<file path="config.mk">
export PLATFORM = sky130hd
export DESIGN_NAME = pvmr_top
export DESIGN_NICKNAME = d
export VERILOG_FILES = /design/src/core/pvmr_pkg.sv /design/src/core/pvmr_top.sv
export SDC_FILE = /design/constraint.sdc
export NUM_CORES = 1
export LEC_CHECK = 0
export ABC_AREA = 1
export ABC_CLOCK_PERIOD_IN_PS = 7900
export BUFFER_PORTS_ARGS = -buffer_cell sky130_fd_sc_hd__buf_2
export CAP_MARGIN = 20
export CORE_ASPECT_RATIO = 0.8
export CORE_MARGIN = 4
export CORE_UTILIZATION = 40
export DETAILED_ROUTE_END_ITERATION = 8
export GPL_ROUTABILITY_DRIVEN = 0
export PLACE_DENSITY = 0.6
export REMOVE_ABC_BUFFERS = 1
export SYNTH_ARGS = -nofsm -noshare
export SYNTH_HDL_FRONTEND = slang
export SYNTH_SLANG_ARGS = --single-unit
export TNS_END_PERCENT = 5
</file>
<file path="constraint.sdc">
create_clock -name clk_sys_in -period 7.9 [get_ports clk_sys_in]
set_input_delay 1.58 -clock clk_sys_in [delete_from_list [all_inputs] [get_ports clk_sys_in]]
set_output_delay 1.58 -clock clk_sys_in [all_outputs]
set_load 0.05 [all_outputs]
</file>
<file path="src/core/pvmr_pkg.sv">
// pvmr_pkg: constants and carrier types of the upper management register set
// assumes: included before core/pvmr_top.sv; no other dependencies
package pvmr_pkg;
  // register indices on the management port
  localparam logic [4:0] IDX_EXPANSION = 5'h06;
  localparam logic [4:0] IDX_MODE_CTRL = 5'h11;
  localparam logic [4:0] IDX_SPECIAL_MODES = 5'h12;
  localparam logic [4:0] IDX_XOVER_CTRL = 5'h1b;
  localparam logic [4:0] IDX_IRQ_FLAGS = 5'h1d;
  localparam logic [4:0] IDX_IRQ_MASK = 5'h1e;
  localparam logic [4:0] IDX_LINK_STATUS = 5'h1f;
  // field positions
  localparam int EXP_PARTNER_ABLE = 0;
  localparam int EXP_PAGE_RX = 1;
  localparam int EXP_NP_ABLE = 2;
  localparam int EXP_PARTNER_NP = 3;
  localparam int EXP_PD_FAULT = 4;
  localparam int MC_EDPD_EN = 13;
  localparam int MC_ENERGY = 1;
  localparam int SM_MODE_LSB = 5;
  localparam int SM_ADDR_LSB = 0;
  localparam int XC_OVERRIDE = 15;
  localparam int XC_AUTO_EN = 14;
  localparam int XC_STATE = 13;
  localparam int XC_PLL_LOCK = 10;
  localparam int XC_POLARITY = 4;
  localparam int IRQ_ENERGY = 7;
  localparam int IRQ_AN_DONE = 6;
  localparam int IRQ_REMOTE_FAULT = 5;
  localparam int IRQ_LINK_DOWN = 4;
  localparam int IRQ_PARTNER_ACK = 3;
  localparam int IRQ_PD_FAULT = 2;
  localparam int IRQ_PAGE_RX = 1;
  localparam int LS_AUTODONE = 12;
  localparam int LS_RSVD_LSB = 5;
  localparam int LS_SPEED_LSB = 2;
  // reset values
  localparam logic [4:0] ADDR_RESET = 5'h01;
  localparam logic [6:0] LS_RSVD_RESET = 7'h02;
  localparam logic [7:0] IRQ_MASK_RESET = 8'h00;
  // edges after reset release before the strap synchronisers hold pin values
  localparam logic [1:0] STRAP_SETTLE = 2'h2;
  // operating modes
  localparam logic [2:0] MODE_10HD = 3'h0;
  localparam logic [2:0] MODE_10FD = 3'h1;
  localparam logic [2:0] MODE_100HD = 3'h2;
  localparam logic [2:0] MODE_100FD = 3'h3;
  localparam logic [2:0] MODE_AN_100HD = 3'h4;
  localparam logic [2:0] MODE_REPEATER = 3'h5;
  localparam logic [2:0] MODE_ALL = 3'h7;
  localparam logic [3:0] ADV_100HD = 4'h4;
  localparam logic [3:0] ADV_ALL = 4'hf;
  // energy timeout
  localparam int CLK_PERIOD_NS = 10;
  localparam int ENERGY_TIMEOUT_MS = 256;
  localparam int ENERGY_TIMEOUT_CYC = (ENERGY_TIMEOUT_MS * 1000000) / CLK_PERIOD_NS;
  localparam int ENERGY_CNT_W = 25;

  typedef struct packed {
    logic page_rx;
    logic pd_fault;
    logic partner_able;
    logic partner_np;
    logic an_done;
    logic speed100;
    logic full_duplex;
    logic remote_fault;
    logic link_down;
    logic partner_ack;
    logic rx_pol_rev;
  } pvmr_neg_t;

  typedef struct packed {
    logic [4:0] phy_addr;
    logic [4:0] reg_idx;
    logic wr;
    logic rd;
    logic [15:0] wdata;
  } pvmr_req_t;

  typedef struct packed {
    logic [2:0] mode;
    logic [4:0] mgmt_address_field;
    logic rx_pll_ref_lock;
    logic energy_detect_powerdown_en;
    logic energy_present;
    logic [ENERGY_CNT_W-1:0] energy_cnt;
    logic mdix_override;
    logic mdix_auto;
    logic mdix_state;
    logic [7:0] irq_flags;
    logic [7:0] irq_mask;
    logic exp_pd_fault;
    logic exp_page_rx;
    logic [6:0] ls_rsvd;
    logic [15:0] rdata;
    logic ack;
    logic straps_taken;
    logic [1:0] strap_age;
    logic an_done_d;
    logic [1:0] energy_sync;
    logic [1:0] xover_strap_sync;
    logic [2:0] mode_strap_s1;
    logic [2:0] mode_strap_s2;
    logic [4:0] addr_strap_s1;
    logic [4:0] addr_strap_s2;
  } pvmr_state_t;
endpackage : pvmr_pkg

</file>
<file path="src/core/pvmr_top.sv">
// pvmr_top: upper management register set of the integrated 10/100 PHY
// assumes: event and negotiation inputs come from PHY logic on clk_sys_in;
// straps and line energy come from pins and are synchronised here
//
// Notes on behaviour
// - expansion bit 4 latches high on parallel detection fault, else reads zero
// - expansion bit 1 latches high on a new received page, else zero
// - expansion bit 0 partner able, bit 3 partner next page, bit 2 zero
// - mode control bit 13 enables energy-detect power-down, resets to zero
// - energy-present falls after 256 ms without energy, one while energy present
// - hardware reset sets energy-present, software reset leaves it alone
// - special modes bits 4:0 hold the management address, default 00001
// - modes 000 to 011 force 10/100 half/full without negotiation
// - modes 100 and 101 negotiate 100 half only; 101 carrier on receive only
// - mode 111 advertises 1111 and speed/duplex follow negotiation outcome
// - override bit 15 zero: strap governs crossover; one: bits 14 and 13
// - bit 14 enables auto crossover only under override; bit 13 kept zero then
// - override with auto off: bit 13 zero normal pairs, one swapped
// - bit 10 holds 10 Mb/s receive PLL on reference, blocking 10 Mb/s reception
// - read-only bit 4 reports 10 Mb/s receive polarity, one reversed
// - interrupt source bits 7 to 1 latch high on their events
// - mask low byte enables matching sources, reset masks all
// - status bit 12 reads one once negotiation finished in a negotiating mode (mode bit 2 set), else zero
// - bits 4-2 report resolved speed/duplex: 001, 101, 010, 110
`timescale 1ns/10ps
`default_nettype none
module pvmr_top #(
  parameter int ENERGY_TIMEOUT = pvmr_pkg::ENERGY_TIMEOUT_CYC
) (
  input wire logic clk_sys_in,
  input wire logic rstn_in,
  input wire logic soft_reset_in,
  input wire pvmr_pkg::pvmr_req_t mgmt_req_in,
  output logic [15:0] mgmt_rdata_out,
  output logic mgmt_ack_out,
  input wire pvmr_pkg::pvmr_neg_t neg_in,
  input wire logic line_energy_in,
  input wire logic [2:0] mode_strap_in,
  input wire logic [4:0] addr_strap_in,
  input wire logic crossover_auto_strap_in,
  output logic an_enable_out,
  output logic [3:0] adv_abilities_out,
  output logic crs_on_tx_out,
  output logic speed100_out,
  output logic full_duplex_out,
  output logic energy_detect_powerdown_en_out,
  output logic rx_pll_ref_lock_out,
  output logic mdix_auto_out,
  output logic mdix_swap_out,
  output logic irq_out
);

  ////////////////////////////////////////////////////////////////////////////
  // reset release
  logic rst_s1_r;
  logic rstn_r;

  always_ff @(posedge clk_sys_in or negedge rstn_in) begin
    if (!rstn_in) begin
      rst_s1_r <= 1'b0;
      rstn_r <= 1'b0;
    end else begin
      rst_s1_r <= 1'b1;
      rstn_r <= rst_s1_r;
    end
  end

  ////////////////////////////////////////////////////////////////////////////
  // state
  pvmr_pkg::pvmr_state_t st_r;
  pvmr_pkg::pvmr_state_t st_nxt;

  logic hit;
  logic rd_hit;
  logic wr_hit;
  logic energy_rise;
  logic an_done_rise;
  logic [7:0] irq_set;
  logic spd100;
  logic fdx;
  logic [2:0] speed_code;

  localparam int ENERGY_CNT_W_L = pvmr_pkg::ENERGY_CNT_W;

  logic [ENERGY_CNT_W_L-1:0] timeout_last;

  assign timeout_last = ENERGY_CNT_W_L'(ENERGY_TIMEOUT - 1);

  // the device only answers frames carrying its own address
  assign hit = (mgmt_req_in.phy_addr == st_r.mgmt_address_field);
  assign rd_hit = hit && mgmt_req_in.rd;
  assign wr_hit = hit && mgmt_req_in.wr;

  always_comb begin
    spd100 = st_r.mode[1];
    fdx = st_r.mode[0];
    case (st_r.mode)
      pvmr_pkg::MODE_10HD, pvmr_pkg::MODE_10FD,
      pvmr_pkg::MODE_100HD, pvmr_pkg::MODE_100FD: begin
        spd100 = st_r.mode[1];
        fdx = st_r.mode[0];
      end
      pvmr_pkg::MODE_AN_100HD, pvmr_pkg::MODE_REPEATER: begin
        spd100 = 1'b1;
        fdx = 1'b0;
      end
      pvmr_pkg::MODE_ALL: begin
        spd100 = neg_in.speed100;
        fdx = neg_in.full_duplex;
      end
      default: begin
        spd100 = 1'b1;
        fdx = 1'b0;
      end
    endcase
  end

  assign speed_code = {fdx, spd100, ~spd100};

  // rises come from registered state, so the flag logic never loops through st_nxt
  assign energy_rise = st_r.energy_sync[1] && !st_r.energy_present;
  // negotiation done is a level; only its rise is an event
  assign an_done_rise = neg_in.an_done && !st_r.an_done_d;
  assign irq_set = {energy_rise, an_done_rise, neg_in.remote_fault, neg_in.link_down,
                    neg_in.partner_ack, neg_in.pd_fault, neg_in.page_rx, 1'b0};

  always_comb begin
    st_nxt = st_r;
    // pin synchronisers
    st_nxt.energy_sync = {st_r.energy_sync[0], line_energy_in};
    st_nxt.xover_strap_sync = {st_r.xover_strap_sync[0], crossover_auto_strap_in};
    st_nxt.mode_strap_s1 = mode_strap_in;
    st_nxt.mode_strap_s2 = st_r.mode_strap_s1;
    st_nxt.addr_strap_s1 = addr_strap_in;
    st_nxt.addr_strap_s2 = st_r.addr_strap_s1;
    st_nxt.an_done_d = neg_in.an_done;

    // energy timeout keeps running through a software reset
    if (st_r.energy_sync[1]) begin
      st_nxt.energy_cnt = '0;
      st_nxt.energy_present = 1'b1;
    end else if (st_r.energy_cnt >= timeout_last) begin
      st_nxt.energy_present = 1'b0;
    end else begin
      st_nxt.energy_cnt = st_r.energy_cnt + 1'b1;
    end

    // straps are taken once; the synchronisers restart from zero at release,
    // so capture waits until the second stage holds the pins
    if (!st_r.straps_taken) begin
      if (st_r.strap_age == pvmr_pkg::STRAP_SETTLE) begin
        st_nxt.straps_taken = 1'b1;
        st_nxt.mode = st_r.mode_strap_s2;
        st_nxt.mgmt_address_field = st_r.addr_strap_s2;
      end else begin
        st_nxt.strap_age = st_r.strap_age + 2'h1;
      end
    end

    // management read answers one cycle after the request
    st_nxt.ack = rd_hit || wr_hit;
    st_nxt.rdata = st_r.rdata;
    if (rd_hit) begin
      st_nxt.rdata = '0;
      case (mgmt_req_in.reg_idx)
        pvmr_pkg::IDX_EXPANSION: begin
          st_nxt.rdata[pvmr_pkg::EXP_PD_FAULT] = st_r.exp_pd_fault;
          st_nxt.rdata[pvmr_pkg::EXP_PARTNER_NP] = neg_in.partner_np;
          st_nxt.rdata[pvmr_pkg::EXP_PAGE_RX] = st_r.exp_page_rx;
          st_nxt.rdata[pvmr_pkg::EXP_PARTNER_ABLE] = neg_in.partner_able;
        end
        pvmr_pkg::IDX_MODE_CTRL: begin
          st_nxt.rdata[pvmr_pkg::MC_EDPD_EN] = st_r.energy_detect_powerdown_en;
          st_nxt.rdata[pvmr_pkg::MC_ENERGY] = st_r.energy_present;
        end
        pvmr_pkg::IDX_SPECIAL_MODES: begin
          st_nxt.rdata[pvmr_pkg::SM_MODE_LSB +: 3] = st_r.mode;
          st_nxt.rdata[pvmr_pkg::SM_ADDR_LSB +: 5] = st_r.mgmt_address_field;
        end
        pvmr_pkg::IDX_XOVER_CTRL: begin
          st_nxt.rdata[pvmr_pkg::XC_OVERRIDE] = st_r.mdix_override;
          st_nxt.rdata[pvmr_pkg::XC_AUTO_EN] = st_r.mdix_auto;
          st_nxt.rdata[pvmr_pkg::XC_STATE] = st_r.mdix_state;
          st_nxt.rdata[pvmr_pkg::XC_PLL_LOCK] = st_r.rx_pll_ref_lock;
          st_nxt.rdata[pvmr_pkg::XC_POLARITY] = neg_in.rx_pol_rev;
        end
        pvmr_pkg::IDX_IRQ_FLAGS: begin
          st_nxt.rdata[7:0] = st_r.irq_flags;
        end
        pvmr_pkg::IDX_IRQ_MASK: begin
          st_nxt.rdata[7:0] = st_r.irq_mask;
        end
        pvmr_pkg::IDX_LINK_STATUS: begin
          st_nxt.rdata[pvmr_pkg::LS_AUTODONE] = neg_in.an_done && an_enable_out;
          st_nxt.rdata[pvmr_pkg::LS_RSVD_LSB +: 7] = st_r.ls_rsvd;
          st_nxt.rdata[pvmr_pkg::LS_SPEED_LSB +: 3] = speed_code;
        end
        default: begin
          st_nxt.rdata = '0;
        end
      endcase
    end

    // latch-high bits clear on read; a same-cycle event wins over the clear
    if (rd_hit && mgmt_req_in.reg_idx == pvmr_pkg::IDX_EXPANSION) begin
      st_nxt.exp_pd_fault = 1'b0;
      st_nxt.exp_page_rx = 1'b0;
    end
    if (neg_in.pd_fault) begin
      st_nxt.exp_pd_fault = 1'b1;
    end
    if (neg_in.page_rx) begin
      st_nxt.exp_page_rx = 1'b1;
    end
    if (rd_hit && mgmt_req_in.reg_idx == pvmr_pkg::IDX_IRQ_FLAGS) begin
      st_nxt.irq_flags = irq_set;
    end else begin
      st_nxt.irq_flags = st_r.irq_flags | irq_set;
    end

    if (wr_hit) begin
      case (mgmt_req_in.reg_idx)
        pvmr_pkg::IDX_MODE_CTRL: begin
          st_nxt.energy_detect_powerdown_en = mgmt_req_in.wdata[pvmr_pkg::MC_EDPD_EN];
        end
        pvmr_pkg::IDX_SPECIAL_MODES: begin
          st_nxt.mode = mgmt_req_in.wdata[pvmr_pkg::SM_MODE_LSB +: 3];
          st_nxt.mgmt_address_field = mgmt_req_in.wdata[pvmr_pkg::SM_ADDR_LSB +: 5];
        end
        pvmr_pkg::IDX_XOVER_CTRL: begin
          st_nxt.mdix_override = mgmt_req_in.wdata[pvmr_pkg::XC_OVERRIDE];
          st_nxt.mdix_auto = mgmt_req_in.wdata[pvmr_pkg::XC_AUTO_EN];
          st_nxt.mdix_state = mgmt_req_in.wdata[pvmr_pkg::XC_STATE];
          st_nxt.rx_pll_ref_lock = mgmt_req_in.wdata[pvmr_pkg::XC_PLL_LOCK];
        end
        pvmr_pkg::IDX_IRQ_MASK: begin
          st_nxt.irq_mask = mgmt_req_in.wdata[7:0];
        end
        pvmr_pkg::IDX_LINK_STATUS: begin
          st_nxt.ls_rsvd = mgmt_req_in.wdata[pvmr_pkg::LS_RSVD_LSB +: 7];
        end
        default: begin
          st_nxt.ls_rsvd = st_r.ls_rsvd;
        end
      endcase
    end

    // software reset: mode, address and PLL lock survive, energy-present too
    if (soft_reset_in) begin
      st_nxt.energy_detect_powerdown_en = 1'b0;
      st_nxt.mdix_override = 1'b0;
      st_nxt.mdix_auto = 1'b0;
      st_nxt.mdix_state = 1'b0;
      st_nxt.irq_mask = pvmr_pkg::IRQ_MASK_RESET;
      st_nxt.irq_flags = irq_set;
      st_nxt.exp_pd_fault = neg_in.pd_fault;
      st_nxt.exp_page_rx = neg_in.page_rx;
      st_nxt.ls_rsvd = pvmr_pkg::LS_RSVD_RESET;
    end
  end

  always_ff @(posedge clk_sys_in or negedge rstn_r) begin
    if (!rstn_r) begin
      st_r <= '0;
      st_r.mgmt_address_field <= pvmr_pkg::ADDR_RESET;
      st_r.energy_present <= 1'b1;
      st_r.ls_rsvd <= pvmr_pkg::LS_RSVD_RESET;
      st_r.irq_mask <= pvmr_pkg::IRQ_MASK_RESET;
    end else begin
      st_r <= st_nxt;
    end
  end

  ////////////////////////////////////////////////////////////////////////////
  // outputs
  assign mgmt_rdata_out = st_r.rdata;
  assign mgmt_ack_out = st_r.ack;
  assign an_enable_out = st_r.mode[2];
  assign adv_abilities_out = (st_r.mode == pvmr_pkg::MODE_ALL) ? pvmr_pkg::ADV_ALL :
                             (st_r.mode[2:1] == 2'b10) ? pvmr_pkg::ADV_100HD : 4'h0;
  // repeater and full-duplex modes keep carrier sense off during transmit
  assign crs_on_tx_out = !fdx && (st_r.mode != pvmr_pkg::MODE_REPEATER);
  assign speed100_out = spd100;
  assign full_duplex_out = fdx;
  assign energy_detect_powerdown_en_out = st_r.energy_detect_powerdown_en;
  assign rx_pll_ref_lock_out = st_r.rx_pll_ref_lock;
  assign mdix_auto_out = st_r.mdix_override ? st_r.mdix_auto
                                            : st_r.xover_strap_sync[1];
  assign mdix_swap_out = st_r.mdix_override && !st_r.mdix_auto && st_r.mdix_state;
  assign irq_out = |(st_r.irq_flags & st_r.irq_mask & 8'hfe);

  ////////////////////////////////////////////////////////////////////////////
  // checks
  AST_PD_FAULT_LATCH: assert property (@(posedge clk_sys_in) disable iff (!rstn_r)
    neg_in.pd_fault |=> st_r.exp_pd_fault)
    else $error("parallel fault not latched");
  AST_PAGE_LATCH: assert property (@(posedge clk_sys_in) disable iff (!rstn_r)
    neg_in.page_rx |=> st_r.exp_page_rx)
    else $error("page received not latched");
  AST_EDPD_OUT: assert property (@(posedge clk_sys_in) disable iff (!rstn_r)
    (wr_hit && mgmt_req_in.reg_idx == pvmr_pkg::IDX_MODE_CTRL && !soft_reset_in)
    |=> energy_detect_powerdown_en_out == $past(mgmt_req_in.wdata[13]))
    else $error("power-down enable not written");
  AST_ENERGY_HOLD: assert property (@(posedge clk_sys_in) disable iff (!rstn_r)
    st_r.energy_sync[1] |=> st_r.energy_present)
    else $error("energy present not set");
  AST_ENERGY_SOFT: assert property (@(posedge clk_sys_in) disable iff (!rstn_r)
    (soft_reset_in && !st_r.energy_sync[1] && st_r.energy_cnt < timeout_last)
    |=> st_r.energy_present == $past(st_r.energy_present))
    else $error("energy present changed by soft reset");
  AST_FORCED_MODE: assert property (@(posedge clk_sys_in) disable iff (!rstn_r)
    (st_r.mode[2] == 1'b0) |-> (!an_enable_out && speed100_out == st_r.mode[1]
    && full_duplex_out == st_r.mode[0]))
    else $error("forced mode wrong");
  AST_ADV_ALL: assert property (@(posedge clk_sys_in) disable iff (!rstn_r)
    (st_r.mode == pvmr_pkg::MODE_ALL) |-> (adv_abilities_out == 4'hf
    && speed100_out == neg_in.speed100))
    else $error("all-capable mode wrong");
  AST_SWAP: assert property (@(posedge clk_sys_in) disable iff (!rstn_r)
    mdix_swap_out |-> (st_r.mdix_override && !mdix_auto_out))
    else $error("swap without manual override");
  AST_IRQ_FLAG: assert property (@(posedge clk_sys_in) disable iff (!rstn_r)
    neg_in.link_down |=> st_r.irq_flags[pvmr_pkg::IRQ_LINK_DOWN])
    else $error("link down flag not latched");
  AST_IRQ_OUT: assert property (@(posedge clk_sys_in) disable iff (!rstn_r)
    (st_r.irq_flags[6] && st_r.irq_mask[6]) |-> irq_out)
    else $error("interrupt not raised");
  AST_SPEED_CODE: assert property (@(posedge clk_sys_in) disable iff (!rstn_r)
    (rd_hit && mgmt_req_in.reg_idx == pvmr_pkg::IDX_LINK_STATUS)
    |=> mgmt_rdata_out[4:2] == {$past(fdx), $past(spd100), !$past(spd100)})
    else $error("speed code wrong");

endmodule : pvmr_top
`default_nettype wire

</file>
# Word-level counts from Yosys, hierarchy flattened
# Cells that the tools add are included.
# totals
register_bits	107
latch_bits	0
ramBits	0
romBits	0
word_cells	123
n_memories	0
# classes
n_addsub	2
n_mul	0
div_mod_pow	0
order_cmp	1
eq_ne	16
shifts	0
mux	40
n_bitwise	5
reduce_logical	32
# ops
operator	n
$mux 8	6
$eq 5x5->1 const B	6
$mux 28	1
$mux 26	1
$add 25x1->25 const B	1
$ge 25x25->1 const B	1
$mux 25	1
$mux 7	2
$mux 3	4
$pmux 3 s4	1
$reduce_and 2->1	6
$reduce_bool 2->1	6
$logic_and 1x1->1	10
$mux 10	1
$mux 2	5
$pmux 1 s5	2
$and 8x8->8	1
$mux 1	8
$or 8x8->8	1
$pmux 1 s2	4
$pmux 1 s4	2
$reduce_or 7->1	1
$eq 3x2->1 const B	2
$pmux 1 s6	1
15 further kinds	22

# Depth between registers and ports, before layout
# Gate-level depths: netlist of the first run.
# logic_depth
ltp_word	6
depth_mapped	11

# Least setup slack after synthesis of the first run
# Ideal clock, no wire load.
# synth_path
kind	input to output
from	input port neg_in[4] (netlist name)
to	output port crs_on_tx_out
arrival_ns	2.676
required_ns	6.320
setup_slack_ns	3.644
path_stages	1
path_buffers	0
path_cell_list	o21ai_0
# synth_via
elab_chain_cells	3
# synth_rtl
item	line_no	source
from (decl)	pvmr_top.sv:36	input wire pvmr_pkg::pvmr_neg_t neg_in,
$pmux 1 s2	pvmr_top.sv:97	case (st_r.mode)
$logic_not 1->1	pvmr_top.sv:282	assign crs_on_tx_out = !fdx && (st_r.mode != pvmr_pkg::MODE_REPEATER);
$logic_and 1x1->1	pvmr_top.sv:282	
to (decl)	pvmr_top.sv:43	output logic crs_on_tx_out,
# Every way passes these cells.

# Worst setup path in the final report of the first run
# layout_path
from	input port neg_in[5] (netlist name)
to	output port speed100_out
# layout_via
elab_chain_cells	1
# layout_rtl
item	line_no	source
$pmux 1 s2	pvmr_top.sv:97	
to (decl)	pvmr_top.sv:44	output logic speed100_out,
# Every way passes these cells.

==> run summary, run 1 <==
The number of instances in the synthesized netlist is 736. The number of antenna violations at the first check in global routing came out at 0. The delay of the slowest cell on the worst path came out at 220 ps. The area of the mapped netlist came out at 5560 sq um.

Based on the critical path, the design can be clocked at up to 261 MHz. The CTS sink count came out at 106. Detailed placement ended at an HPWL of 9930 um. Broken down by cell family, the worst path's largest delay share belongs to buffers and inverters. For the worst setup path, the data arrival time is 2250 ps. The final count of negative-setup-slack endpoints is 0.

The count of antenna diodes in the layout came out at 0. The floorplan step defined a die boundary enclosing 15,900 sq um. The first detailed-routing pass took 5 iterations.

Along the worst path, the maximum fanout reaches 2. The area of the core region is 13,600 sq um. The share of the yosys chip area belonging to registers came out at 47.8%.

The total global routing overflow came out at 0. The insertion delay of the later-clocked pin in the worst-skew pair is 350 ps. After synthesis, the netlist uses 38 different library cells. Wires add up to 13,600 um.

The minimum clock period after layout is 3830 ps. The final period utilization is 48.5%. After clock tree synthesis, the flow added hold-fix buffers numbering 0. The count of synthesis-stage warnings from yosys is 0. The detail-routed net length per standard cell came out at 13.9 um. The measured slew at the worst slew-check pin is 976 ps. In the global route stage, overall resource usage came out at 17.5%. The count of nets left with antenna violations once routing finished came out at 0. The worst path required time is 6320 ps. The path class of the tightest hold or removal check is reg2async.

The setup check on the worst reg-to-reg path leaves a slack of 5170 ps. The total number of placement rows came out at 38. Once the clock tree was built, the setup fixing pass inserted 0 buffers. The ratio of total power to cell area is 189 nW/um^2. The post-layout net count came out at 844. Setup repair after global routing left no endpoint under its margin.

STA classifies the critical path startpoint as a primary input. The max-slew headroom at the worst pin is 34.8%. For this design the static power due to leakage is 3.24 nW. The total number of H-tree levels came out at 3. The slowest stage of the critical path is the sky130_fd_sc_hd__buf_2 cell. The synthesized design devotes to its leading area cell type 46.4% of total area. The number of global-route vias before repair came out at 4,536. The post-CTS clock slew at the launch and capture registers of the worst setup and hold paths came out at 80 ps. The run finished with clean final reports. The average instance area after synthesis is 7.55 sq um.

The signal on the critical path passes through buf_2 -> inv_1 -> nand4_1 -> o21ai_0 -> inv_1 -> buf_2. Max-cap violations in this run came to 0. The pin count of the biggest net entering global routing is 68. The number of DRC markers in iteration 0 came out at 279. The first global-routing pass estimated 22,800 um of wire.

VDD sags by at most 0.000105 V. The final sum of negative setup slack is 0 ps. The share of final-layout standard cells stronger than drive strength 1 is 15.3%.

The die width is 140 um. The total count of hold-check failures in the final report is 0. The via density per instance came out at 4.98. The initial core utilization came out at 40.9%. The worst setup path is captured at a primary output.

The final worst clock skew came out at 8.04 ps. The maximum root-to-sink buffer count came out at 2. The critical path is of the in2out type. The number of fill cells is 1,411. In this run the clock root is driven by a sky130_fd_sc_hd__clkbuf_16. The number of design rule violations left after detail routing came out at 0. The count of vias placed by the detailed router is 4,858.

The largest total area in the synthesized netlist belongs to sky130_fd_sc_hd__dfrtp_1. The final count of pins violating max slew came out at 0. The vertical die dimension came out at 113 um. The sum of buffers and inverters on the critical path came out at 4. By area the synthesized netlist is led by sky130_fd_sc_hd__dfrtp_1 (46%), sky130_fd_sc_hd__nand2_1 (18%), sky130_fd_sc_hd__nor2_1 (5.9%).

The number of buffers added by the clock tree synthesis step came out at 9. Counting flops and latches in the post-synthesis netlist gives 106. The area growth from synthesis to layout came out at 13.1%.

The share of the core filled with cells is 46.2%. The number of cells upsized or downsized after cts came out at 0. During I/O placement, the number of pins put on the boundary was 82.

TritonCTS built the clock tree. The count of buffers from port buffering is 80.
[registers in the layout, summed over array words and instances (netlist names)]
name / cells
st_r: 74
mgmt_rdata_out: 16
mgmt_ack_out: 1
rst_s1_r: 1
rstn_r: 1
st_nxt: 10
an_enable_out: 1
energy_detect_powerdown_en_out: 1
rx_pll_ref_lock_out: 1
[through the flow]
step	setup slack, ps	instances	cell area [sq um]	total power [mW]	hold slack (ps)
floorplan	3610	698	5320	0.660	331
global placement	4070	959	5960	0.700	304
detailed placement	4070	959	5960	0.703	311
CTS	4060	975	6280	1.20	318
global route	4010	975	6280	1.24	350
finish	4070	975	6280	1.18	291
[cell type report]
| class | count | area, sq um | area share, % |
|---|---|---|---|
| inverter | 70 | 263 | 4.18 |
| clock buffer | 10 | 229 | 3.64 |
| sequential | 106 | 2660 | 42.3 |
| clock inverter | 6 | 97.6 | 1.55 |
| timing repair buffer | 81 | 408 | 6.49 |
| multi-input combinational | 522 | 2400 | 38.2 |
| tap | 180 | 225 | 3.58 |
[layout by cell type (no fill, tap or decap), types with 4 or more instances in the layout]
master                      count
sky130_fd_sc_hd__xor2_1         7
sky130_fd_sc_hd__nor3_1         4
sky130_fd_sc_hd__nand3_1       65
sky130_fd_sc_hd__xnor2_1       11
sky130_fd_sc_hd__nor2_1        88
sky130_fd_sc_hd__nand4_1        5
sky130_fd_sc_hd__o21ai_0       32
sky130_fd_sc_hd__buf_2         80
sky130_fd_sc_hd__mux2_2         8
sky130_fd_sc_hd__o21ai_1        8
sky130_fd_sc_hd__inv_1         67
sky130_fd_sc_hd__nand2_1      261
sky130_fd_sc_hd__a21oi_1        6
sky130_fd_sc_hd__clkbuf_16      9
sky130_fd_sc_hd__o21bai_1       4
sky130_fd_sc_hd__dfrtp_1      102
[path summary, 6_finish.rpt]
path                            from           endpoint  depth (start not counted)
setup / recovery           neg_in[5]       speed100_out                          6
hold / removal                rstn_r         st_nxt[10]                          0
setup reg to reg            st_r[19]           st_r[87]                          4
hold reg to reg               rstn_r         st_nxt[10]                          0
max in group asynchronous     rstn_r  mgmt_rdata_out[6]                          1
min in group clk_sys_in    st_nxt[3]            st_r[3]                          0
[Yosys cell counts]
master	n
sky130_fd_sc_hd__o21bai_1	4
sky130_fd_sc_hd__nand4_1	5
sky130_fd_sc_hd__clkinv_1	2
sky130_fd_sc_hd__nor2_4	2
sky130_fd_sc_hd__conb_1	1
sky130_fd_sc_hd__mux2_2	8
sky130_fd_sc_hd__a21oi_1	6
sky130_fd_sc_hd__a41oi_1	1
sky130_fd_sc_hd__buf_1	2
sky130_fd_sc_hd__a221oi_1	1
sky130_fd_sc_hd__nand3_4	1
sky130_fd_sc_hd__nand3_2	3
sky130_fd_sc_hd__and2_1	1
sky130_fd_sc_hd__dfrtp_1	103
sky130_fd_sc_hd__o22ai_1	1
sky130_fd_sc_hd__nor2_1	88
sky130_fd_sc_hd__ha_1	2
sky130_fd_sc_hd__dfstp_2	3
sky130_fd_sc_hd__a22o_1	1
sky130_fd_sc_hd__clkbuf_1	10
sky130_fd_sc_hd__nor2_2	3
sky130_fd_sc_hd__xnor2_1	11
sky130_fd_sc_hd__nand2_4	1
sky130_fd_sc_hd__buf_4	20
sky130_fd_sc_hd__o21ai_0	32
sky130_fd_sc_hd__nand3_1	65
sky130_fd_sc_hd__o21ai_1	8
sky130_fd_sc_hd__nand2_1	261
sky130_fd_sc_hd__nand2_2	2
sky130_fd_sc_hd__xor2_1	7
sky130_fd_sc_hd__nor3_1	4
sky130_fd_sc_hd__inv_2	1
sky130_fd_sc_hd__inv_1	67
sky130_fd_sc_hd__buf_2	4
sky130_fd_sc_hd__o2111ai_1	1
sky130_fd_sc_hd__nand3b_1	1
sky130_fd_sc_hd__buf_6	2
sky130_fd_sc_hd__nor3_2	1
[where the power goes]
group | switching (mW) | total, mW | internal [mW]
Clock | 0.210 | 0.493 | 0.283
Combinational | 0.0725 | 0.105 | 0.0322
Sequential | 0.0227 | 0.587 | 0.565
[logic make-up (layout without fill, tap and decap cells)]
group | after synthesis | count (layout) | share of synthesized area (%)
AO/OA/AOI/OAI | 55 | 55 | 5.43
XOR/XNOR | 18 | 18 | 2.84
buffers and inverters | 108 | 167 | 9.00
flip-flops | 106 | 106 | 47.8
adder cells (fa/ha/maj) | 2 | 2 | 0.450
AND/OR/NAND/NOR | 438 | 438 | 32.8
multiplexers | 8 | 8 | 1.62
other | 1 | 1 | 0.0675
[per-layer routing]
metal | global-route usage, % | vias to the layer above | wire length, um
li1 | - | 2390 | -
met1 | 26.8 | 2315 | 6950
met2 | 25.1 | 142 | 5610
met3 | 3.98 | 11 | 863
met4 | 4.58 | 0 | 133
met5 | 0 | - | 0
Power figures use the tool's default switching activity.
==> run 2: changes to the inputs <==
--- a/config.mk
+++ b/config.mk
@@ -6,7 +6,7 @@
 export NUM_CORES = 1
 export LEC_CHECK = 0
 export ABC_AREA = 1
-export ABC_CLOCK_PERIOD_IN_PS = 7900
+export ABC_CLOCK_PERIOD_IN_PS = 3990
 export BUFFER_PORTS_ARGS = -buffer_cell sky130_fd_sc_hd__buf_2
 export CAP_MARGIN = 20
 export CORE_ASPECT_RATIO = 0.8
==> constraint.sdc (replaced) <==
create_clock -name clk_sys_in -period 3.99 [get_ports clk_sys_in]
set_input_delay 0.798 -clock clk_sys_in [delete_from_list [all_inputs] [get_ports clk_sys_in]]
set_output_delay 0.798 -clock clk_sys_in [all_outputs]
set_load 0.05 [all_outputs]
==> run 2 against run 1 <==
Compared with the run above:
- sequential power grew 98%
- clock skew increased by 1.7 ps
- power up 96%
- first-iteration DRC count is 1.4% higher
- design area grew 0.70%
- global-route usage grew 0.29 points
- via count fell by 2.2%
- clock power increased by 92%
- utilization grew 0.32 points
==> run summary, run 2 (same netlist as run 1, synthesis figures left out) <==
Status: complete, no violations (unchanged). The leakage dissipation was 3.26 nW (was 3.24 nW). The count of buffers from port buffering was 80 (unchanged). The detail-routed net length per standard cell is 13.9 um (about the same). The total count of hold-check failures in the final report came out at 0 (unchanged). The final worst clock skew was 9.76 ps (was 8.04 ps). The most congested layer reported by global routing is met1 (unchanged). The pin count of the biggest net entering global routing was 84 (was 68). The buffer type at the clock tree root was sky130_fd_sc_hd__clkbuf_16 (unchanged). The total number of placement rows is 38 (unchanged). Unrepaired setup endpoints after global routing: false (unchanged).

The initial core utilization was 40.9% (unchanged). The global-route met3 utilization was 4.44% (was 3.98%). The share of final-layout standard cells stronger than drive strength 1 came out at 15.6% (was 15.3%). The final count of pins violating max slew was 0 (unchanged). The achievable clock frequency is 432 MHz.

The element type at the critical path start is a flop (was primary input). The CTS sink count came to 106 (unchanged). The max-slew headroom at the worst pin came out at 56.0% (was 34.8%). The post-route cell area came out at 6330 sq um (was 6280 sq um).

The final sum of negative setup slack came out at 0 ps (unchanged). The final routed wirelength across all metal layers is 13,600 um (about the same). The post-CTS clock slew at the launch and capture registers of the worst setup and hold paths is 70 ps (was 80 ps). The storage element area was 2660 sq um (unchanged).

The flip-flop count of the largest register after layout came out at 74 (unchanged). The minimum clock period after layout is 2310 ps. The post-detailed-placement half-perimeter wirelength is 9860 um (was 9930 um). The number of antenna violations at the first check in global routing came to 0 (unchanged). The count of antenna diodes in the layout is 0 (unchanged). The slack of the worst reg-to-reg path is 1730 ps (was 5170 ps). The number of design rule violations left after detail routing is 0 (unchanged). The clock tree from TritonCTS is done (unchanged). The kind of capture point of the worst setup path is a primary output (unchanged). The power share of the sequential group is 49.8% (was 49.6%). The total global routing overflow came out at 0 (unchanged). The cell type group with the largest total delay on the critical path was flip-flops (was buffers and inverters). The count of hold-fix buffers inserted at cts is 0 (unchanged). The final count of negative-setup-slack endpoints is 0 (unchanged). The sum of buffers and inverters on the critical path came out at 2 (was 4). The number of global-route vias before repair is 4,580 (was 4,536). The number of fill cells came to 1,404 (was 1,411). The die width was 140 um (unchanged).

The critical-path maximum fanout is 9 (was 2). The share of the core filled with cells came to 46.5% (was 46.2%). The area occupied by multi-input gates is 2400 sq um (unchanged). Worst-path cell chain: nand4_1 -> o21ai_0 -> inv_1 -> buf_2 (was buf_2 -> inv_1 -> nand4_1 -> o21ai_0 -> inv_1 -> buf_2).

The switching power came out at 0.585 mW (was 0.305 mW). The maximum root-to-sink buffer count came out at 2 (unchanged). The commonest non-fill, non-tap cell in the layout is sky130_fd_sc_hd__nand2_1 (unchanged). The count of TritonRoute iterations in the first routing pass came out at 5 (unchanged).

The total number of H-tree levels came to 3 (unchanged). The first-pass GRT wire length came out at 23,000 um (was 22,800 um). The number of antenna-violating nets in the routed design is 0 (unchanged).

The reported max-cap violation count is 0 (unchanged). The path class of the lowest-slack min-delay path is in2async (was reg2async). The via density per instance is 4.85 (was 4.98). The post-layout net count came out at 849 (was 844).

The vertical die dimension is 113 um (unchanged). The global routing usage on met1 is 27.0% (was 26.8%). The post-route non-filler standard cell count is 980 (was 975). The insertion delay of the later-clocked pin in the worst-skew pair was 350 ps (about the same). The count of vias placed by the detailed router came out at 4,749 (was 4,858). The floorplan die area came to 15,900 sq um (unchanged).

The area of the core region came to 13,600 sq um (unchanged). The final critical path takes up 58.0% of the cycle. The cell internal power dissipation came out at 1.74 mW (was 0.879 mW). The placed instance count came out at 963 (was 959).

The measured slew at the worst slew-check pin is 659 ps (was 976 ps). The area growth from synthesis to layout came out at 13.8% (was 13.1%). The ratio of total power to cell area came out at 367 nW/um^2 (was 189 nW/um^2). The power share of the clock group is 40.8% (was 41.6%). The worst path required time came out at 3190 ps (was 6320 ps). The number of top-level design ports came out at 82 (unchanged). The maximum vdd drop is 0.000210 V (was 0.000105 V). Most frequent cells in the layout: sky130_fd_sc_hd__nand2_1 (261), sky130_fd_sc_hd__dfrtp_1 (102), sky130_fd_sc_hd__nor2_1 (88), sky130_fd_sc_hd__buf_2 (80), sky130_fd_sc_hd__inv_1 (67) (unchanged). The fraction of power spent switching nets came to 25.2% (was 25.8%). The buffer count from post-CTS setup fixing is 0 (unchanged). The classification of the worst setup path is reg2out (was in2out). The part of the power in combinational logic is 9.3% (was 8.8%).

The library cell contributing the largest single delay on the critical path is sky130_fd_sc_hd__dfrtp_1 (was sky130_fd_sc_hd__buf_2). The met2 track demand over resource in global routing was 25.2% (was 25.1%). The number of buffers added by the clock tree synthesis step is 9 (unchanged). The delay of the slowest cell on the worst path is 510 ps (was 220 ps). The number of DRC markers in iteration 0 is 283 (was 279). The critical path data arrival time is 1520 ps (was 2250 ps). The largest register by flop count is st_r (unchanged). The placement-stage cell area came to 5990 sq um (was 5960 sq um). The number of cells upsized or downsized after cts is 0 (unchanged). The total track usage is 17.8% (was 17.5%).
## run 2: worst paths after layout
| check | from | to | cells after the start |
|---|---|---|---|
| worst max-delay path | an_enable_out | speed100_out | 4 |
| max in group asynchronous | rstn_r | st_r[46] | 2 |
| min in group clk_sys_in | st_nxt[11] | st_r[11] | 0 |
| worst min register to register | rstn_r | st_r[19] | 0 |
| worst min-delay path | rstn_in | rstn_r | 1 |
| worst max register to register | st_r[69] | st_r[80] | 10 |
## run 2: per-stage QoR
| stage | hold slack [ps] | setup slack, ps | power (mW) |
|---|---|---|---|
| floorplan | 331 | 483 | 1.31 |
| global placement | 331 | 1550 | 1.39 |
| detailed placement | 335 | 1480 | 1.39 |
| CTS | 192 | 1670 | 2.36 |
| global route | 187 | 1500 | 2.44 |
| finish | 212 | 1680 | 2.33 |
## run 2: area by class of cell
cell class                      count  area share, %
Multi-Input combinational cell    522           37.9
Inverter                           70           4.15
Tap cell                          180           3.56
Timing Repair Buffer               86           7.36
Clock inverter                      4           1.21
Clock buffer                       12           3.74
Sequential cell                   106           42.0
## run 2: power groups by stage
stage	clock, mW	combinational, mW	sequential [mW]
floorplan	0	0.104	1.20
global placement	0	0.202	1.19
detailed placement	0	0.206	1.19
CTS	0.982	0.207	1.17
global route	1.03	0.240	1.17
finish	0.949	0.217	1.16
## run 2: routing by layer
layer  vias to the layer above  part of all wire, %
li1                       2409                    -
met1                      2190                   52
met2                       136                   41
met3                        14                  6.0
met4                         0                  1.4
met5                         -                    0
==> run 3: changes to the inputs <==
--- a/config.mk
+++ b/config.mk
@@ -5,8 +5,8 @@
 export SDC_FILE = /design/constraint.sdc
 export NUM_CORES = 1
 export LEC_CHECK = 0
-export ABC_AREA = 1
-export ABC_CLOCK_PERIOD_IN_PS = 3990
+export ABC_AREA = 0
+export ABC_CLOCK_PERIOD_IN_PS = 1900
 export BUFFER_PORTS_ARGS = -buffer_cell sky130_fd_sc_hd__buf_2
 export CAP_MARGIN = 20
 export CORE_ASPECT_RATIO = 0.8
@@ -14,7 +14,7 @@
 export CORE_UTILIZATION = 40
 export DETAILED_ROUTE_END_ITERATION = 8
 export GPL_ROUTABILITY_DRIVEN = 0
-export PLACE_DENSITY = 0.6
+export PLACE_DENSITY = 0.63
 export REMOVE_ABC_BUFFERS = 1
 export SYNTH_ARGS = -nofsm -noshare
 export SYNTH_HDL_FRONTEND = slang
==> constraint.sdc (replaced) <==
create_clock -name clk_sys_in -period 1.9 [get_ports clk_sys_in]
set_input_delay 0.38 -clock clk_sys_in [delete_from_list [all_inputs] [get_ports clk_sys_in]]
set_output_delay 0.38 -clock clk_sys_in [all_outputs]
set_load 0.05 [all_outputs]
==> run 3 against run 2 <==
Compared with the run above:
- the flow now finishes with violations (setup timing)
- critical path type is now reg2reg
- highest routed layer unchanged
- routed wire length down 12%
- critical path depth rose by 2
- largest power group unchanged
- design area decreased by 2.6%
==> run summary, run 3 <==
The count of buffers from port buffering is 80 (unchanged). The library cell contributing the largest single delay on the critical path is sky130_fd_sc_hd__or4_4 (was sky130_fd_sc_hd__dfrtp_1). The maximum root-to-sink buffer count came out at 2 (unchanged). The number of design rule violations left after detail routing came to 0 (unchanged). The sum of buffers and inverters on the critical path came out at 1 (was 2). The post-layout net count is 623 (was 849). The pin count of the biggest net entering global routing is 41 (was 84).

The floorplan die area is 13,900 sq um (was 15,900 sq um). The share of final-layout standard cells stronger than drive strength 1 came to 35.4% (was 15.6%). The number of enable flip-flop cells after synthesis is 0 (unchanged). The placement-stage cell area came out at 5620 sq um (was 5990 sq um).

The post-layout total power was 5.30 mW (was 2.33 mW). The kind of capture point of the worst setup path is a flop (was primary output). The total number of placement rows is 35 (was 38). The count of synthesis-stage warnings from yosys came out at 0 (unchanged). The element type at the critical path start is a flop (unchanged). The final routed wirelength across all metal layers is 12,000 um (was 13,600 um).

The total number of H-tree levels is 3 (unchanged). Counting instances, the worst hold path has a depth of 1. The leading cell type by number of instances after synthesis is sky130_fd_sc_hd__dfrtp_1 (was sky130_fd_sc_hd__nand2_1).

The die width came out at 131 um (was 140 um). The post-route cell area is 6160 sq um (was 6330 sq um). The clock tree from TritonCTS is done (unchanged). The post-synthesis cell type with the largest combined area was sky130_fd_sc_hd__dfrtp_1 (unchanged).

The worst slack at placement is -218 ps (was 1480 ps). The share of the yosys chip area belonging to registers was 55.1% (was 47.8%). The share of the core filled with cells came out at 52.9% (was 46.5%).

The average instance area after synthesis came out at 10.6 sq um (was 7.55 sq um). The global routing usage on met1 is 23.3% (was 27.0%). The number of cells on the worst reg-to-reg path came to 6 (was 10). The final count of pins violating max slew came to 0 (unchanged). Unrepaired setup endpoints after global routing: true (was false).

The largest register by flop count was st_r (unchanged). The worst path required time came out at 2160 ps (was 3190 ps). The reported max-cap violation count came to 0 (unchanged). The leakage dissipation is 2.95 nW (was 3.26 nW). The area of the core region came out at 11,600 sq um (was 13,600 sq um). The area of the mapped netlist came out at 4820 sq um (was 5560 sq um).

The total global routing overflow came out at 0 (unchanged). The maximum vdd drop was 0.000481 V (was 0.000210 V). The vertical die dimension came out at 106 um (was 113 um). The insertion delay of the later-clocked pin in the worst-skew pair came to 340 ps (was 350 ps). The CTS sink count came out at 106 (unchanged). The ratio of total power to cell area came out at 860 nW/um^2 (was 367 nW/um^2). The achievable clock frequency is 510 MHz. The delay of the slowest cell on the worst path is 530 ps (was 510 ps).

The via density per instance came to 5.38 (was 4.85). The minimum clock period after layout came out at 1960 ps. The share of async-settable or async-resettable flops after synthesis came out at 100% (unchanged).

The top-area cell type share of the netlist area came out at 53.5% (was 46.4%). The number of cells on the critical path came out at 6 (was 4). The count of vias placed by the detailed router was 3,884 (was 4,749). The count of TritonRoute iterations in the first routing pass came to 6 (was 5).

The final period utilization came out at 103%. Worst-path cell chain: nand4_4 -> nor4_4 -> buf_4 -> nand2_4 -> or4_4 -> a21oi_2 (was nand4_1 -> o21ai_0 -> inv_1 -> buf_2). The number of synthesized register bits came out at 106 (unchanged). Synth area leaders: sky130_fd_sc_hd__dfrtp_1 (53%), sky130_fd_sc_hd__mux2i_1 (5.4%), sky130_fd_sc_hd__nor2_1 (4.5%) (was sky130_fd_sc_hd__dfrtp_1 (46%), sky130_fd_sc_hd__nand2_1 (18%), sky130_fd_sc_hd__nor2_1 (5.9%)). The most congested layer reported by global routing is met2 (was met1). The classification of the worst setup path is reg2reg (was reg2out). The critical-path maximum fanout was 7 (was 9).

The path class of the lowest-slack min-delay path was in2reg (was in2async). Status: complete, but fails checks (was complete, no violations). The total track usage came to 17.4% (was 17.8%). The final setup slack of the worst path is -60.4 ps (was 1680 ps).

The post-CTS clock slew at the launch and capture registers of the worst setup and hold paths is 80 ps (was 70 ps). The area growth from synthesis to layout is 27.8% (was 13.8%). The final worst clock skew came out at 10.5 ps (was 9.76 ps). The global-route met3 utilization came out at 5.32% (was 4.44%). The number of buffers added by the clock tree synthesis step is 9 (unchanged). The flip-flop count of the largest register after layout came to 74 (unchanged). The post-detailed-placement half-perimeter wirelength is 8470 um (was 9860 um).

The commonest register cell after synthesis is sky130_fd_sc_hd__dfrtp_1 (unchanged). The number of distinct library cells after synthesis is 58 (was 38). The detail-routed net length per standard cell came out at 16.6 um (was 13.9 um). The critical path data arrival time came to 2220 ps (was 1520 ps).

The count of antenna diodes in the layout came to 0 (unchanged). The first-pass GRT wire length came out at 19,300 um (was 23,000 um). The met2 track demand over resource in global routing is 28.1% (was 25.2%). The number of antenna-violating nets in the routed design is 0 (unchanged). The checks that failed: setup timing. The cell type group with the largest total delay on the critical path is simple AND/OR/NAND/NOR gates (was flip-flops). Most frequent cells after synthesis: sky130_fd_sc_hd__dfrtp_1 (103), sky130_fd_sc_hd__nor2_1 (58), sky130_fd_sc_hd__a21oi_1 (30), sky130_fd_sc_hd__nand2_1 (27), sky130_fd_sc_hd__mux2i_1 (26) (was sky130_fd_sc_hd__nand2_1 (261), sky130_fd_sc_hd__dfrtp_1 (103), sky130_fd_sc_hd__nor2_1 (88), sky130_fd_sc_hd__inv_1 (67), sky130_fd_sc_hd__nand3_1 (65)).

Most frequent cells in the layout: sky130_fd_sc_hd__dfrtp_1 (102), sky130_fd_sc_hd__buf_2 (78), sky130_fd_sc_hd__nor2_1 (58), sky130_fd_sc_hd__buf_4 (54), sky130_fd_sc_hd__nand2_1 (27) (was sky130_fd_sc_hd__nand2_1 (261), sky130_fd_sc_hd__dfrtp_1 (102), sky130_fd_sc_hd__nor2_1 (88), sky130_fd_sc_hd__buf_2 (80), sky130_fd_sc_hd__inv_1 (67)). The commonest non-fill, non-tap cell in the layout was sky130_fd_sc_hd__dfrtp_1 (was sky130_fd_sc_hd__nand2_1). The number of instances in the synthesized netlist came to 453 (was 736). The final sum of negative setup slack came to -274 ps (was 0 ps).

The total count of hold-check failures in the final report is 0 (unchanged). The final count of negative-setup-slack endpoints came out at 11 (was 0). The number of antenna violations at the first check in global routing came out at 0 (unchanged).

The initial core utilization came to 41.4% (was 40.9%). The number of DRC markers in iteration 0 is 229 (was 283). The buffer type at the clock tree root is sky130_fd_sc_hd__clkbuf_16 (unchanged). The number of global-route vias before repair came to 3,911 (was 4,580).

The number of top-level design ports came out at 82 (unchanged).
## run 3: cell count changes in the layout (fill, tap and decap cells not counted), moves of 10 or more
cell / delta
sky130_fd_sc_hd__inv_1: -56
sky130_fd_sc_hd__buf_4: +49
sky130_fd_sc_hd__nand3_1: -53
sky130_fd_sc_hd__o21ai_0: -19
sky130_fd_sc_hd__mux2i_1: +26
sky130_fd_sc_hd__a22oi_1: +13
sky130_fd_sc_hd__nor2_1: -30
sky130_fd_sc_hd__nand2_1: -234
sky130_fd_sc_hd__a21oi_2: +12
sky130_fd_sc_hd__o31ai_1: +10
sky130_fd_sc_hd__a21oi_1: +12
## run 3: final cells by class
type	count	area [sq um]
clock buffers	10	239
clock inverters	6	73.8
fillers	1020	5490
inverters	12	45.0
multi-input cells	300	2060
flip-flops and latches	106	2660
well taps	148	185
repair buffers	140	898
## run 3: kinds of logic (layout without fill, tap and decap cells)
logic type                 Yosys count  after routing  share of synthesized area (%)
and+or+nand+nor                    154            154                           16.8
DFF                                106            106                           55.1
AOI/OAI and AO/OA                  100            101                           13.5
buffers and inverters               48            168                           5.37
muxes                               31             31                           6.57
xor gates and xnor gates            11             11                           2.00
adders and majority gates            2              2                          0.519
other                                1              1                         0.0778
## run 3: path summary, 6_finish.rpt
path                                        from        end  slack, ps
worst min register to register            rstn_r   st_r[45]        280
max in group asynchronous                 rstn_r   st_r[94]        980
worst max register to register          st_r[79]   st_r[89]        -60
worst min-delay path            addr_strap_in[1]  st_nxt[1]        140
worst max-delay path                    st_r[79]   st_r[89]        -60
min in group asynchronous                 rstn_r   st_r[45]        280
## run 3: per-layer routing
layer / up-vias / share of wire [%] / wire length (um)
met2: 114 / 47 / 5660
met4: 0 / 1.4 / 174
met5: - / 0 / 0
met1: 1899 / 45 / 5400
met3: 21 / 6.5 / 779
li1: 1850 / - / -
## run 3: through the flow
step / cells / hold slack (ps)
2_1_floorplan: 417 / 84.4
3_3_place_gp: 698 / 164
3_5_place_dp: 698 / 165
4_1_cts: 718 / 124
5_1_grt: 722 / 123
6_report: 722 / 136
## run 3: timing repair
item | 4_1_cts | 5_1_grt
pin swaps | 11 | 14
resized for setup | 17 | 24
endpoints found under the hold margin | 2 | 0
cloned | 1 | 0
hold buffers | 1 | 0
endpoints found under the setup margin | 13 | 22
setup buffers | 2 | 4
## run 3: power breakdown
group          switching, mW  leakage (nW)  total, mW  internal (mW)
registers              0.110          1.35       2.51           2.40
logic                  0.620          1.45      0.857          0.237
clock network          0.857         0.156       1.93           1.07
